==> src/verilog/twd_cfg.svh <==
// Register selects, field positions and reset values of the timing watchdog.
`ifndef TWD_CFG_SVH
`define TWD_CFG_SVH
// -------------------------------------------------------------
// Register selects
// -------------------------------------------------------------
`define TWD_SEL_CFG 3'h0
`define TWD_SEL_PRESC 3'h1
`define TWD_SEL_RELOAD 3'h2
`define TWD_SEL_CTRL 3'h3
`define TWD_SEL_WDOG_COUNT_VALUE 3'h4
`define TWD_SEL_KEY 3'h5
// -------------------------------------------------------------
// Field positions
// -------------------------------------------------------------
`define TWD_CFG_LOCK_CFG 0
`define TWD_CFG_LOCK_PRESC 1
`define TWD_CFG_LOCK_TMR 2
`define TWD_CFG_LOCK_WDC 3
`define TWD_CFG_WCLK_SEL 4
`define TWD_CFG_KEY_EN 5
`define TWD_CTRL_RESTART 0
`define TWD_CTRL_TFLAG 1
`define TWD_CTRL_TIE 2
// -------------------------------------------------------------
// Reset values and constants
// -------------------------------------------------------------
`define TWD_CFG_RST 6'h00
`define TWD_PRESC_RST 3'h0
`define TWD_RELOAD_RST 16'hFFFF
`define TWD_WDOG_COUNT_VALUE_RST 8'h0F
`define TWD_KEY_VALUE 8'h5C
`define TWD_LOCKED_RD 16'h0000
`endif

==> src/verilog/twd_pkg.sv <==
// Types and the shared prescale decode function of the timing watchdog.
package twd_pkg;
	// Power mode of the surrounding device.
	typedef enum logic [1:0] {
		TWD_ACTIVE,
		TWD_SAVE,
		TWD_IDLE,
		TWD_HALT
	} twd_mode_t;

	// Terminal value of the prescale counter; reserved codes divide by 32.
	function automatic logic [4:0] twd_presc_limit(input logic [2:0] code);
		twd_presc_limit = (code > 3'h5) ? 5'h1f : 5'((6'h01 << code) - 6'h01);
	endfunction
endpackage

==> src/verilog/twd_timer_wdog.sv <==
// Top of the timing watchdog: prescaler, periodic timer, watchdog and registers.
`timescale 1ns/1ns
`include "twd_cfg.svh"
module twd_timer_wdog (
	input wire logic clk,
	input wire logic rst,
	input wire logic slow_clock_in,
	input wire twd_pkg::twd_mode_t power_mode,
	input wire logic [2:0] reg_sel,
	input wire logic reg_wr,
	input wire logic reg_rd,
	input wire logic [15:0] reg_wdata,
	output logic [15:0] reg_rdata,
	output logic periodic_tick_irq,
	output logic timer_zero_pulse,
	output logic wdog_running,
	output logic device_reset_req
);
	// -------------------------------------------------------------
	// Functions
	// -------------------------------------------------------------

	// Lock state of the register at a select, from the config bits.
	function automatic logic sel_locked(input logic [2:0] sel, input logic [5:0] cfg);
		case (sel)
			`TWD_SEL_CFG: sel_locked = cfg[`TWD_CFG_LOCK_CFG];
			`TWD_SEL_PRESC: sel_locked = cfg[`TWD_CFG_LOCK_PRESC];
			`TWD_SEL_RELOAD: sel_locked = cfg[`TWD_CFG_LOCK_TMR];
			`TWD_SEL_CTRL: sel_locked = cfg[`TWD_CFG_LOCK_TMR];
			`TWD_SEL_WDOG_COUNT_VALUE: sel_locked = cfg[`TWD_CFG_LOCK_WDC];
			default: sel_locked = 1'b0;
		endcase
	endfunction

	// -------------------------------------------------------------
	// Declarations
	// -------------------------------------------------------------
	logic [5:0] cfg_q; // Locks, watchdog clock select, key enable.
	logic [2:0] presc_q; // Prescale code.
	logic [15:0] reload_q; // Timer reload value.
	logic [15:0] tmr_cnt_q; // Timer count.
	logic restart_q; // Pending restart request.
	logic tflag_q; // Terminal count flag.
	logic tie_q; // Tick interrupt enable.
	logic zero_pulse_q; // Terminal pulse, one tick long.
	logic irq_q; // Interrupt pulse.
	logic [7:0] wdog_count_value_q; // Stored watchdog count value.
	logic [15:0] rdata_q; // Read data.
	logic run; // Not halted.
	logic acc_ok; // Register reachable in this power mode.
	logic wr; // Accepted write.
	logic rd; // Accepted read.
	logic tick; // Prescaled tick, one clock.
	logic zero_rise; // Timer reaches zero at this tick.
	logic wdog_tick; // Selected watchdog clock edge.
	logic cnt_wr; // Write to the watchdog count register.
	logic key_wr; // Write to the key register.
	logic key_good; // Key data matches.
	logic key_en; // Key servicing selected.
	logic wd_running; // Watchdog started.
	logic wd_load; // Reload the watchdog counter.
	logic [7:0] wd_value; // Value for that reload.
	logic wd_bad; // Wrong key while key servicing.
	logic wd_err; // Watchdog error from the core.

	// -------------------------------------------------------------
	// Access gating
	// -------------------------------------------------------------

	assign run = (power_mode != twd_pkg::TWD_HALT);
	assign acc_ok = (power_mode == twd_pkg::TWD_ACTIVE) || (reg_sel == `TWD_SEL_KEY);
	assign wr = reg_wr && run && acc_ok && !sel_locked(reg_sel, cfg_q);
	assign rd = reg_rd && run && acc_ok;

	assign reg_rdata = rdata_q;
	assign periodic_tick_irq = irq_q;
	assign timer_zero_pulse = zero_pulse_q;
	assign wdog_running = wd_running;
	assign device_reset_req = wd_err;

	// -------------------------------------------------------------
	// Prescaler
	// -------------------------------------------------------------
	twd_prescaler u_presc (
		.clk(clk),
		.rst(rst),
		.run(run),
		.slow_clock_in(slow_clock_in),
		.div_code(presc_q),
		.prescaled_tick(tick)
	);

	// -------------------------------------------------------------
	// Configuration registers
	// -------------------------------------------------------------

	always_ff @(posedge clk or posedge rst) begin
		if (rst) begin
			cfg_q <= `TWD_CFG_RST;
		end else if (wr && reg_sel == `TWD_SEL_CFG) begin
			cfg_q <= cfg_q | reg_wdata[5:0];
		end
	end

	// Prescale code; a reserved code behaves as divide by 32.
	always_ff @(posedge clk or posedge rst) begin
		if (rst) begin
			presc_q <= `TWD_PRESC_RST;
		end else if (wr && reg_sel == `TWD_SEL_PRESC) begin
			presc_q <= reg_wdata[2:0];
		end
	end

	always_ff @(posedge clk or posedge rst) begin
		if (rst) begin
			reload_q <= `TWD_RELOAD_RST;
		end else if (wr && reg_sel == `TWD_SEL_RELOAD) begin
			reload_q <= reg_wdata;
		end
	end

	// Interrupt enable of the control register.
	always_ff @(posedge clk or posedge rst) begin
		if (rst) begin
			tie_q <= 1'b0;
		end else if (wr && reg_sel == `TWD_SEL_CTRL) begin
			tie_q <= reg_wdata[`TWD_CTRL_TIE];
		end
	end

	always_ff @(posedge clk or posedge rst) begin
		if (rst) begin
			restart_q <= 1'b0;
		end else if (wr && reg_sel == `TWD_SEL_CTRL && reg_wdata[`TWD_CTRL_RESTART]) begin
			restart_q <= 1'b1;
		end else if (run && tick) begin
			restart_q <= 1'b0;
		end
	end

	// -------------------------------------------------------------
	// Periodic timer
	// -------------------------------------------------------------

	// A restart tick is excluded through restart_q, so no pulse can come from it.
	assign zero_rise = run && tick && !restart_q && tmr_cnt_q == 16'h0001;

	always_ff @(posedge clk or posedge rst) begin
		if (rst) begin
			tmr_cnt_q <= `TWD_RELOAD_RST;
		end else if (run && tick) begin
			if (restart_q || tmr_cnt_q == 16'h0000) begin
				tmr_cnt_q <= reload_q;
			end else begin
				tmr_cnt_q <= tmr_cnt_q - 16'h0001;
			end
		end
	end

	always_ff @(posedge clk or posedge rst) begin
		if (rst) begin
			zero_pulse_q <= 1'b0;
		end else if (run && tick) begin
			zero_pulse_q <= zero_rise;
		end
	end

	// flag set wins over read clear
	always_ff @(posedge clk or posedge rst) begin
		if (rst) begin
			tflag_q <= 1'b0;
		end else if (zero_rise) begin
			tflag_q <= 1'b1;
		end else if (rd && reg_sel == `TWD_SEL_CTRL && !cfg_q[`TWD_CFG_LOCK_TMR]) begin
			tflag_q <= 1'b0;
		end
	end

	always_ff @(posedge clk or posedge rst) begin
		if (rst) begin
			irq_q <= 1'b0;
		end else begin
			irq_q <= zero_rise && tie_q;
		end
	end

	// -------------------------------------------------------------
	// Register read
	// -------------------------------------------------------------

	always_ff @(posedge clk or posedge rst) begin
		if (rst) begin
			rdata_q <= 16'h0000;
		end else if (rd) begin
			if (sel_locked(reg_sel, cfg_q)) begin
				rdata_q <= `TWD_LOCKED_RD;
			end else begin
				case (reg_sel)
					`TWD_SEL_CFG: rdata_q <= {10'h000, cfg_q};
					`TWD_SEL_PRESC: rdata_q <= {13'h0000, presc_q};
					`TWD_SEL_RELOAD: rdata_q <= reload_q;
					`TWD_SEL_CTRL: rdata_q <= {13'h0000, tie_q, tflag_q, restart_q};
					default: rdata_q <= 16'h0000;
				endcase
			end
		end
	end

	// -------------------------------------------------------------
	// Watchdog
	// -------------------------------------------------------------
	assign key_en = cfg_q[`TWD_CFG_KEY_EN];
	assign cnt_wr = wr && reg_sel == `TWD_SEL_WDOG_COUNT_VALUE;
	assign key_wr = wr && reg_sel == `TWD_SEL_KEY;
	assign key_good = reg_wdata[7:0] == `TWD_KEY_VALUE;
	assign wdog_tick = cfg_q[`TWD_CFG_WCLK_SEL] ? (run && tick) : zero_rise;
	assign wd_bad = key_wr && key_en && !key_good;
	assign wd_load = (cnt_wr && (!key_en || !wd_running))
		|| (key_wr && ((key_en && key_good) || !wd_running));
	assign wd_value = cnt_wr ? reg_wdata[7:0] : wdog_count_value_q;

	// Stored count value, write-only to software.
	always_ff @(posedge clk or posedge rst) begin
		if (rst) begin
			wdog_count_value_q <= `TWD_WDOG_COUNT_VALUE_RST;
		end else if (cnt_wr) begin
			wdog_count_value_q <= reg_wdata[7:0];
		end
	end

	twd_wdog_core u_wdog (
		.clk(clk),
		.rst(rst),
		.run(run),
		.wdog_tick(wdog_tick),
		.start(cnt_wr || key_wr),
		.load(wd_load),
		.load_value(wd_value),
		.bad_key(wd_bad),
		.running(wd_running),
		.wdog_error(wd_err)
	);

	// -------------------------------------------------------------
	// Assertions
	// -------------------------------------------------------------
	property p_decrement;
		@(posedge clk) disable iff (rst)
		run && tick && !restart_q && tmr_cnt_q != 16'h0000 |=> tmr_cnt_q == $past(tmr_cnt_q) - 16'h0001;
	endproperty
	a_decrement: assert property (p_decrement) else $error("timer did not decrement");

	property p_reload;
		@(posedge clk) disable iff (rst)
		run && tick && !restart_q && tmr_cnt_q == 16'h0000 |=> tmr_cnt_q == $past(reload_q);
	endproperty
	a_reload: assert property (p_reload) else $error("timer did not reload at zero");

	property p_restart;
		@(posedge clk) disable iff (rst)
		run && tick && restart_q && !(wr && reg_sel == `TWD_SEL_CTRL)
		|=> !restart_q && tmr_cnt_q == $past(reload_q);
	endproperty
	a_restart: assert property (p_restart) else $error("restart not taken or not cleared");

	property p_pulse;
		@(posedge clk) disable iff (rst)
		zero_rise |=> zero_pulse_q && tflag_q;
	endproperty
	a_pulse: assert property (p_pulse) else $error("no terminal pulse or flag");

	property p_irq;
		@(posedge clk) disable iff (rst)
		zero_rise |=> irq_q == $past(tie_q);
	endproperty
	a_irq: assert property (p_irq) else $error("interrupt not gated by enable");

	property p_halt;
		@(posedge clk) disable iff (rst)
		!run |=> $stable(tmr_cnt_q) && $stable(cfg_q) && $stable(reload_q);
	endproperty
	a_halt: assert property (p_halt) else $error("state moved in halt");

	property p_lock;
		@(posedge clk) disable iff (rst)
		cfg_q[`TWD_CFG_LOCK_CFG] |=> $stable(cfg_q) ##1 $stable(cfg_q);
	endproperty
	a_lock: assert property (p_lock) else $error("locked config changed");

	property p_mode;
		@(posedge clk) disable iff (rst)
		reg_wr && power_mode != twd_pkg::TWD_ACTIVE && reg_sel != `TWD_SEL_KEY
		|=> $stable(reload_q) && $stable(presc_q) && $stable(wdog_count_value_q);
	endproperty
	a_mode: assert property (p_mode) else $error("write taken outside active mode");

	property p_err_hold;
		@(posedge clk) disable iff (rst)
		wd_err |=> wd_err && device_reset_req;
	endproperty
	a_err_hold: assert property (p_err_hold) else $error("device reset request dropped");

	property p_idle;
		@(posedge clk) disable iff (rst)
		!wd_running && !$past(wd_running) |-> !wd_err;
	endproperty
	a_idle: assert property (p_idle) else $error("error from an idle watchdog");

	c_irq: cover property (@(posedge clk) disable iff (rst) irq_q);
	c_restart: cover property (@(posedge clk) disable iff (rst) run && tick && restart_q);
	c_err: cover property (@(posedge clk) disable iff (rst) $rose(wd_err));
	c_key: cover property (@(posedge clk) disable iff (rst) key_wr && key_en && key_good && wd_running);
endmodule

==> src/verilog/twd_prescaler.sv <==
// Slow clock prescaler that forms the one-cycle prescaled tick.
`timescale 1ns/1ns
module twd_prescaler (
	input wire logic clk,
	input wire logic rst,
	input wire logic run,
	input wire logic slow_clock_in,
	input wire logic [2:0] div_code,
	output logic prescaled_tick
);
	// -------------------------------------------------------------
	// Slow clock edge and divider
	// -------------------------------------------------------------
	logic slow_prev_q; // Last sampled slow clock level.
	logic [4:0] div_q; // Slow edges seen in this tick period.
	logic tick_q; // One-cycle tick.
	logic slow_rise;

	assign slow_rise = slow_clock_in && !slow_prev_q;
	assign prescaled_tick = tick_q;

	// The edge history freezes in halt so no false edge appears on resume.
	// It resets high, so a slow clock that is already high at release is not counted as an edge.
	always_ff @(posedge clk or posedge rst) begin
		if (rst) begin
			slow_prev_q <= 1'b1;
		end else if (run) begin
			slow_prev_q <= slow_clock_in;
		end
	end

	always_ff @(posedge clk or posedge rst) begin
		if (rst) begin
			div_q <= 5'h00;
			tick_q <= 1'b0;
		end else if (run) begin
			// A tick raised just before halt is held, so the timer takes it on resume.
			tick_q <= 1'b0;
			if (slow_rise) begin
				if (div_q >= twd_pkg::twd_presc_limit(div_code)) begin
					div_q <= 5'h00;
					tick_q <= 1'b1;
				end else begin
					div_q <= div_q + 5'h01;
				end
			end
		end
	end
endmodule

==> src/verilog/twd_wdog_core.sv <==
// Eight-bit watchdog counter with late, early and bad-key error detection.
`timescale 1ns/1ns
`include "twd_cfg.svh"
module twd_wdog_core (
	input wire logic clk,
	input wire logic rst,
	input wire logic run,
	input wire logic wdog_tick,
	input wire logic start,
	input wire logic load,
	input wire logic [7:0] load_value,
	input wire logic bad_key,
	output logic running,
	output logic wdog_error
);
	logic run_q; // Watchdog has been started.
	logic [7:0] cnt_q; // Watchdog down counter.
	logic seen_q; // A service already fell in this watchdog clock cycle.
	logic err_q; // Sticky error, cleared only by reset.

	assign running = run_q;
	assign wdog_error = err_q;

	always_ff @(posedge clk or posedge rst) begin
		if (rst) begin
			run_q <= 1'b0;
		end else if (run && start) begin
			run_q <= 1'b1;
		end
	end

	always_ff @(posedge clk or posedge rst) begin
		if (rst) begin
			cnt_q <= `TWD_WDOG_COUNT_VALUE_RST;
		end else if (run && load) begin
			cnt_q <= load_value;
		end else if (run && run_q && wdog_tick && cnt_q != 8'h00) begin
			cnt_q <= cnt_q - 8'h01;
		end
	end

	// one service per clock
	// A service in the same cycle as a tick opens the new cycle, so set wins.
	always_ff @(posedge clk or posedge rst) begin
		if (rst) begin
			seen_q <= 1'b0;
		end else if (run && load) begin
			seen_q <= 1'b1;
		end else if (run && wdog_tick) begin
			seen_q <= 1'b0;
		end
	end

	always_ff @(posedge clk or posedge rst) begin
		if (rst) begin
			err_q <= 1'b0;
		end else if (run) begin
			if (run_q && wdog_tick && cnt_q == 8'h00 && !load) begin
				err_q <= 1'b1;
			end
			if (bad_key || (load && run_q && seen_q)) begin
				err_q <= 1'b1;
			end
		end
	end

	// -------------------------------------------------------------
	// Assertions
	// -------------------------------------------------------------
	property p_late_err;
		@(posedge clk) disable iff (rst)
		run && run_q && wdog_tick && cnt_q == 8'h00 && !load |=> err_q;
	endproperty
	a_late_err: assert property (p_late_err) else $error("late service gave no error");

	property p_bad_key;
		@(posedge clk) disable iff (rst)
		run && bad_key |=> err_q;
	endproperty
	a_bad_key: assert property (p_bad_key) else $error("bad key gave no error");

	property p_twice;
		@(posedge clk) disable iff (rst)
		run && load && run_q && seen_q |=> err_q;
	endproperty
	a_twice: assert property (p_twice) else $error("double service gave no error");
endmodule

==> config.mk <==
export PLATFORM = sky130hd
export DESIGN_NAME = twd_timer_wdog
export DESIGN_NICKNAME = d
export VERILOG_FILES = /design/src/verilog/twd_pkg.sv /design/src/verilog/twd_timer_wdog.sv /design/src/verilog/twd_prescaler.sv /design/src/verilog/twd_wdog_core.sv
export VERILOG_INCLUDE_DIRS = /design/src /design/src/verilog
export SDC_FILE = /design/constraint.sdc
export NUM_CORES = 1
export LEC_CHECK = 0
export BUFFER_PORTS_ARGS = -buffer_cell sky130_fd_sc_hd__buf_4
export CORE_MARGIN = 2
export CORE_UTILIZATION = 45
export CTS_CLUSTER_DIAMETER = 80
export DETAILED_ROUTE_END_ITERATION = 8
export HOLD_SLACK_MARGIN = 0.02
export SYNTH_ARGS = -nofsm -noshare
export SYNTH_HDL_FRONTEND = slang
export SYNTH_SLANG_ARGS = --single-unit
==> constraint.sdc <==
create_clock -name clk -period 8.4 [get_ports clk]
set_clock_uncertainty 0.05 [all_clocks]
set_input_delay 0.84 -clock clk [delete_from_list [all_inputs] [get_ports clk]]
set_output_delay 0.84 -clock clk [all_outputs]
set_load 0.005 [all_outputs]
==> results.sh <==
export IMPL_clockRootBuffer="clkbuf_8"
export IMPL_firstDrtPassIters=5
export IMPL_cts_tree="done"
export IMPL_area_growth_pct=14.2
export IMPL_fin_setup_tns_ns=0
export IMPL_clock_path_buffers=2
export IMPL_rrSetupSlack_ns=5.57
export IMPL_syn_nets=474
export IMPL_drtAntennaViolNets=0
export IMPL_gp_congestion=0.798
export IMPL_report_final_hold_viol_count=0
export IMPL_power_mw=1.41
export IMPL_ios=46
export IMPL_final_common_cell="nand2_1"
export IMPL_syn_avg_cell_area_um2=10.4
export IMPL_drt_initial_drc_count=153
export IMPL_rr_startpoint="presc_q[2]$_DFFE_PP0P_"
export IMPL_wl_per_cell_um=15.9
export IMPL_clock_sinks=88
export IMPL_drive_gt1_frac=0.324
export IMPL_initial_core_util=0.465
export IMPL_cts_buffers=9
export IMPL_worstRegToRegCells=9
export IMPL_worstSetupStartpoint="reg_sel[1]"
export IMPL_hpwlAfterDp_um=7040
export IMPL_drv_cap=0
export IMPL_ys_types=62
export IMPL_fin_area_mm2=0.00519
export IMPL_diodes=0
export IMPL_drc=0
export IMPL_required_ns=8.65
export IMPL_slew_headroom=0.328
export IMPL_postCtsSetupBuffers=0
export IMPL_syn_inst=436
export IMPL_pwr_density_cell_mw_per_mm2=272
export IMPL_hold_class="input port to async pin"
export IMPL_antenna_found_initial=0
export IMPL_status="finished, final reports clean"
export IMPL_ir_drop_mv=0.124
export IMPL_vias_per_cell=5.49
export IMPL_yosysSeqAreaShare=0.496
export IMPL_end_kind="flop"
export IMPL_htreeDepth=3
export IMPL_rsz0062_at_grt="false"
export IMPL_grt_pass1_vias=3323
export IMPL_nets=514
export IMPL_path_class="input port to flop"
export IMPL_io_buffers=45
export IMPL_grt_util_all_layers=0.194
export IMPL_setup_ws_ns=5.44
export IMPL_post_route_min_period_ns=2.96
export IMPL_timing_final_setup_violations=0
export IMPL_overflow=0
export IMPL_die_area_mm2=0.0109
export IMPL_startpoint_type="input port"
export IMPL_syn_area_mm2=0.00454
export IMPL_preCtsSetupSlack_ns=5.05
export IMPL_synth_edf_count=0
export IMPL_crit_end="reload_q[4]$_DFFE_PP1P_"
export IMPL_grt_pass1_wl_um=16700
export IMPL_final_core_util=0.531
export IMPL_slew_violations=0
export IMPL_clkLatencyLatePin_ns=0.38
export IMPL_coreArea_mm2=0.00977
export IMPL_clk_pin_slew_ns=0.08
export IMPL_hold_buffers=0
export IMPL_final_cell_mix="56 x nand2_1, 47 x dfrtp_1, 46 x buf_4"
export IMPL_num_fill_cells=902
export IMPL_power_leakage_nw=2.32
export IMPL_synth_seq_cells=88
export IMPL_fmax_mhz=338
export IMPL_synthArstFlopShare=1.00
export IMPL_worst_pin_slew_ns=1.00
export IMPL_yosysWarnings=0
export IMPL_die_h_um=104
export IMPL_grt_max_degree=70
export IMPL_fin_crit_sh=0.352
export IMPL_die_width_um=104
export IMPL_vias=3372
export IMPL_r2r_end="u_presc.div_q[4]$_DFFE_PP0P_"
export IMPL_fp_row_count=36
export IMPL_wirelength_um=9750
export IMPL_path_max_fanout=16
export IMPL_cp_arrival_ns=3.21
export IMPL_ctsResizeCount=0
export IMPL_synthFlopType="dfrtp_1"
export IMPL_place_area_mm2=0.00498
==> metrics by stage <==
| stage | instances | hold slack [ns] |
|---|---|---|
| 2_1_floorplan | 436 | 0.386 |
| 3_3_place_gp | 598 | 0.410 |
| 4_1_cts | 614 | 0.372 |
| 3_5_place_dp | 598 | 0.417 |
| 6_report | 614 | 0.370 |
| 5_1_grt | 614 | 0.386 |
==> worst min path at each step <==
stage                                               to  slack, ns  cells after the start
after global routing            presc_q[0]$_DFFE_PP0P_       0.39                      2
final                           presc_q[1]$_DFFE_PP0P_       0.37                      2
after CTS                 u_presc.div_q[3]$_DFFE_PP0P_       0.37                      2
after detailed placement          cfg_q[2]$_DFFE_PP0P_       0.42                      1
after floorplan                   cfg_q[2]$_DFFE_PP0P_       0.39                      1
after global placement       u_wdog.seen_q$_DFFE_PP0P_       0.41                      2
==> critical path: stages <==
cell and delay (ns):
buf_4 0.16, nand2b_1 0.13, nor3_1 0.78, nand3_1 0.76, mux2_2 0.52
==> synth_stat cells, types with 3 or more instances <==
library cell | instances | share of area
nand2_1 | 56 | 0.046
mux2_2 | 36 | 0.089
or3_1 | 4 | 0.0055
nand3_1 | 9 | 0.0099
dfrtp_1 | 47 | 0.26
buf_2 | 8 | 0.0088
o21ai_1 | 5 | 0.0055
and2_1 | 3 | 0.0041
o21ai_0 | 41 | 0.045
nor2_1 | 23 | 0.019
a21o_1 | 9 | 0.015
nor4_2 | 4 | 0.011
nand2_2 | 3 | 0.0041
nor3b_1 | 3 | 0.0050
a31oi_1 | 3 | 0.0041
mux2i_1 | 7 | 0.015
nor4_1 | 5 | 0.0069
nand2b_1 | 4 | 0.0055
ha_1 | 12 | 0.033
nor3_1 | 13 | 0.014
xor2_1 | 6 | 0.012
a21oi_1 | 20 | 0.022
o22ai_1 | 3 | 0.0041
dfstp_2 | 41 | 0.24
inv_1 | 17 | 0.014
clkbuf_1 | 7 | 0.0058
mux4_2 | 3 | 0.015
==> cells by family (layout without fill, tap and decap cells) <==
group,count (synthesis),in the layout,synth area share
and+or+nand+nor,143,143,0.161
AOI/OAI and AO/OA,106,106,0.145
buffers and inverters,34,79,0.0319
muxes,46,46,0.119
xor gates and xnor gates,7,7,0.0135
DFF,88,88,0.496
adders and majority gates,12,12,0.0330
==> per-layer routing <==
metal,track usage,up-vias,share of wire
li1,-,1644,-
met1,0.278,1640,0.50
met2,0.284,70,0.44
met3,0.0320,18,0.039
met4,0.0917,0,0.021
met5,0,-,0
==> layout make-up <==
type / count / area (um2) / share of cell area
flip-flops and latches: 88 / 2250 / 0.434
clock buffers: 11 / 131 / 0.0253
multi-input cells: 314 / 2150 / 0.414
inverters: 17 / 65.1 / 0.0125
clock inverters: 5 / 81.3 / 0.0157
repair buffers: 46 / 345 / 0.0666
well taps: 133 / 166 / 0.0321
==> report_power, final <==
| part | leakage [nW] | switching, mW | internal, mW |
|---|---|---|---|
| sequential | 1.04 | 0.116 | 0.578 |
| clock | 0.104 | 0.156 | 0.168 |
| combinational | 1.18 | 0.201 | 0.191 |
| total | 2.32 | 0.473 | 0.936 |
==> registers in the layout (all words and copies together) (netlist names), 3 cells and up <==
name / count
cfg_q: 6
presc_q: 3
reg_rdata: 16
reload_q: 16
tmr_cnt_q: 16
u_presc.div_q: 5
u_wdog.cnt_q: 8
wdog_count_value_q: 8
(Power assumes the default switching activity.)
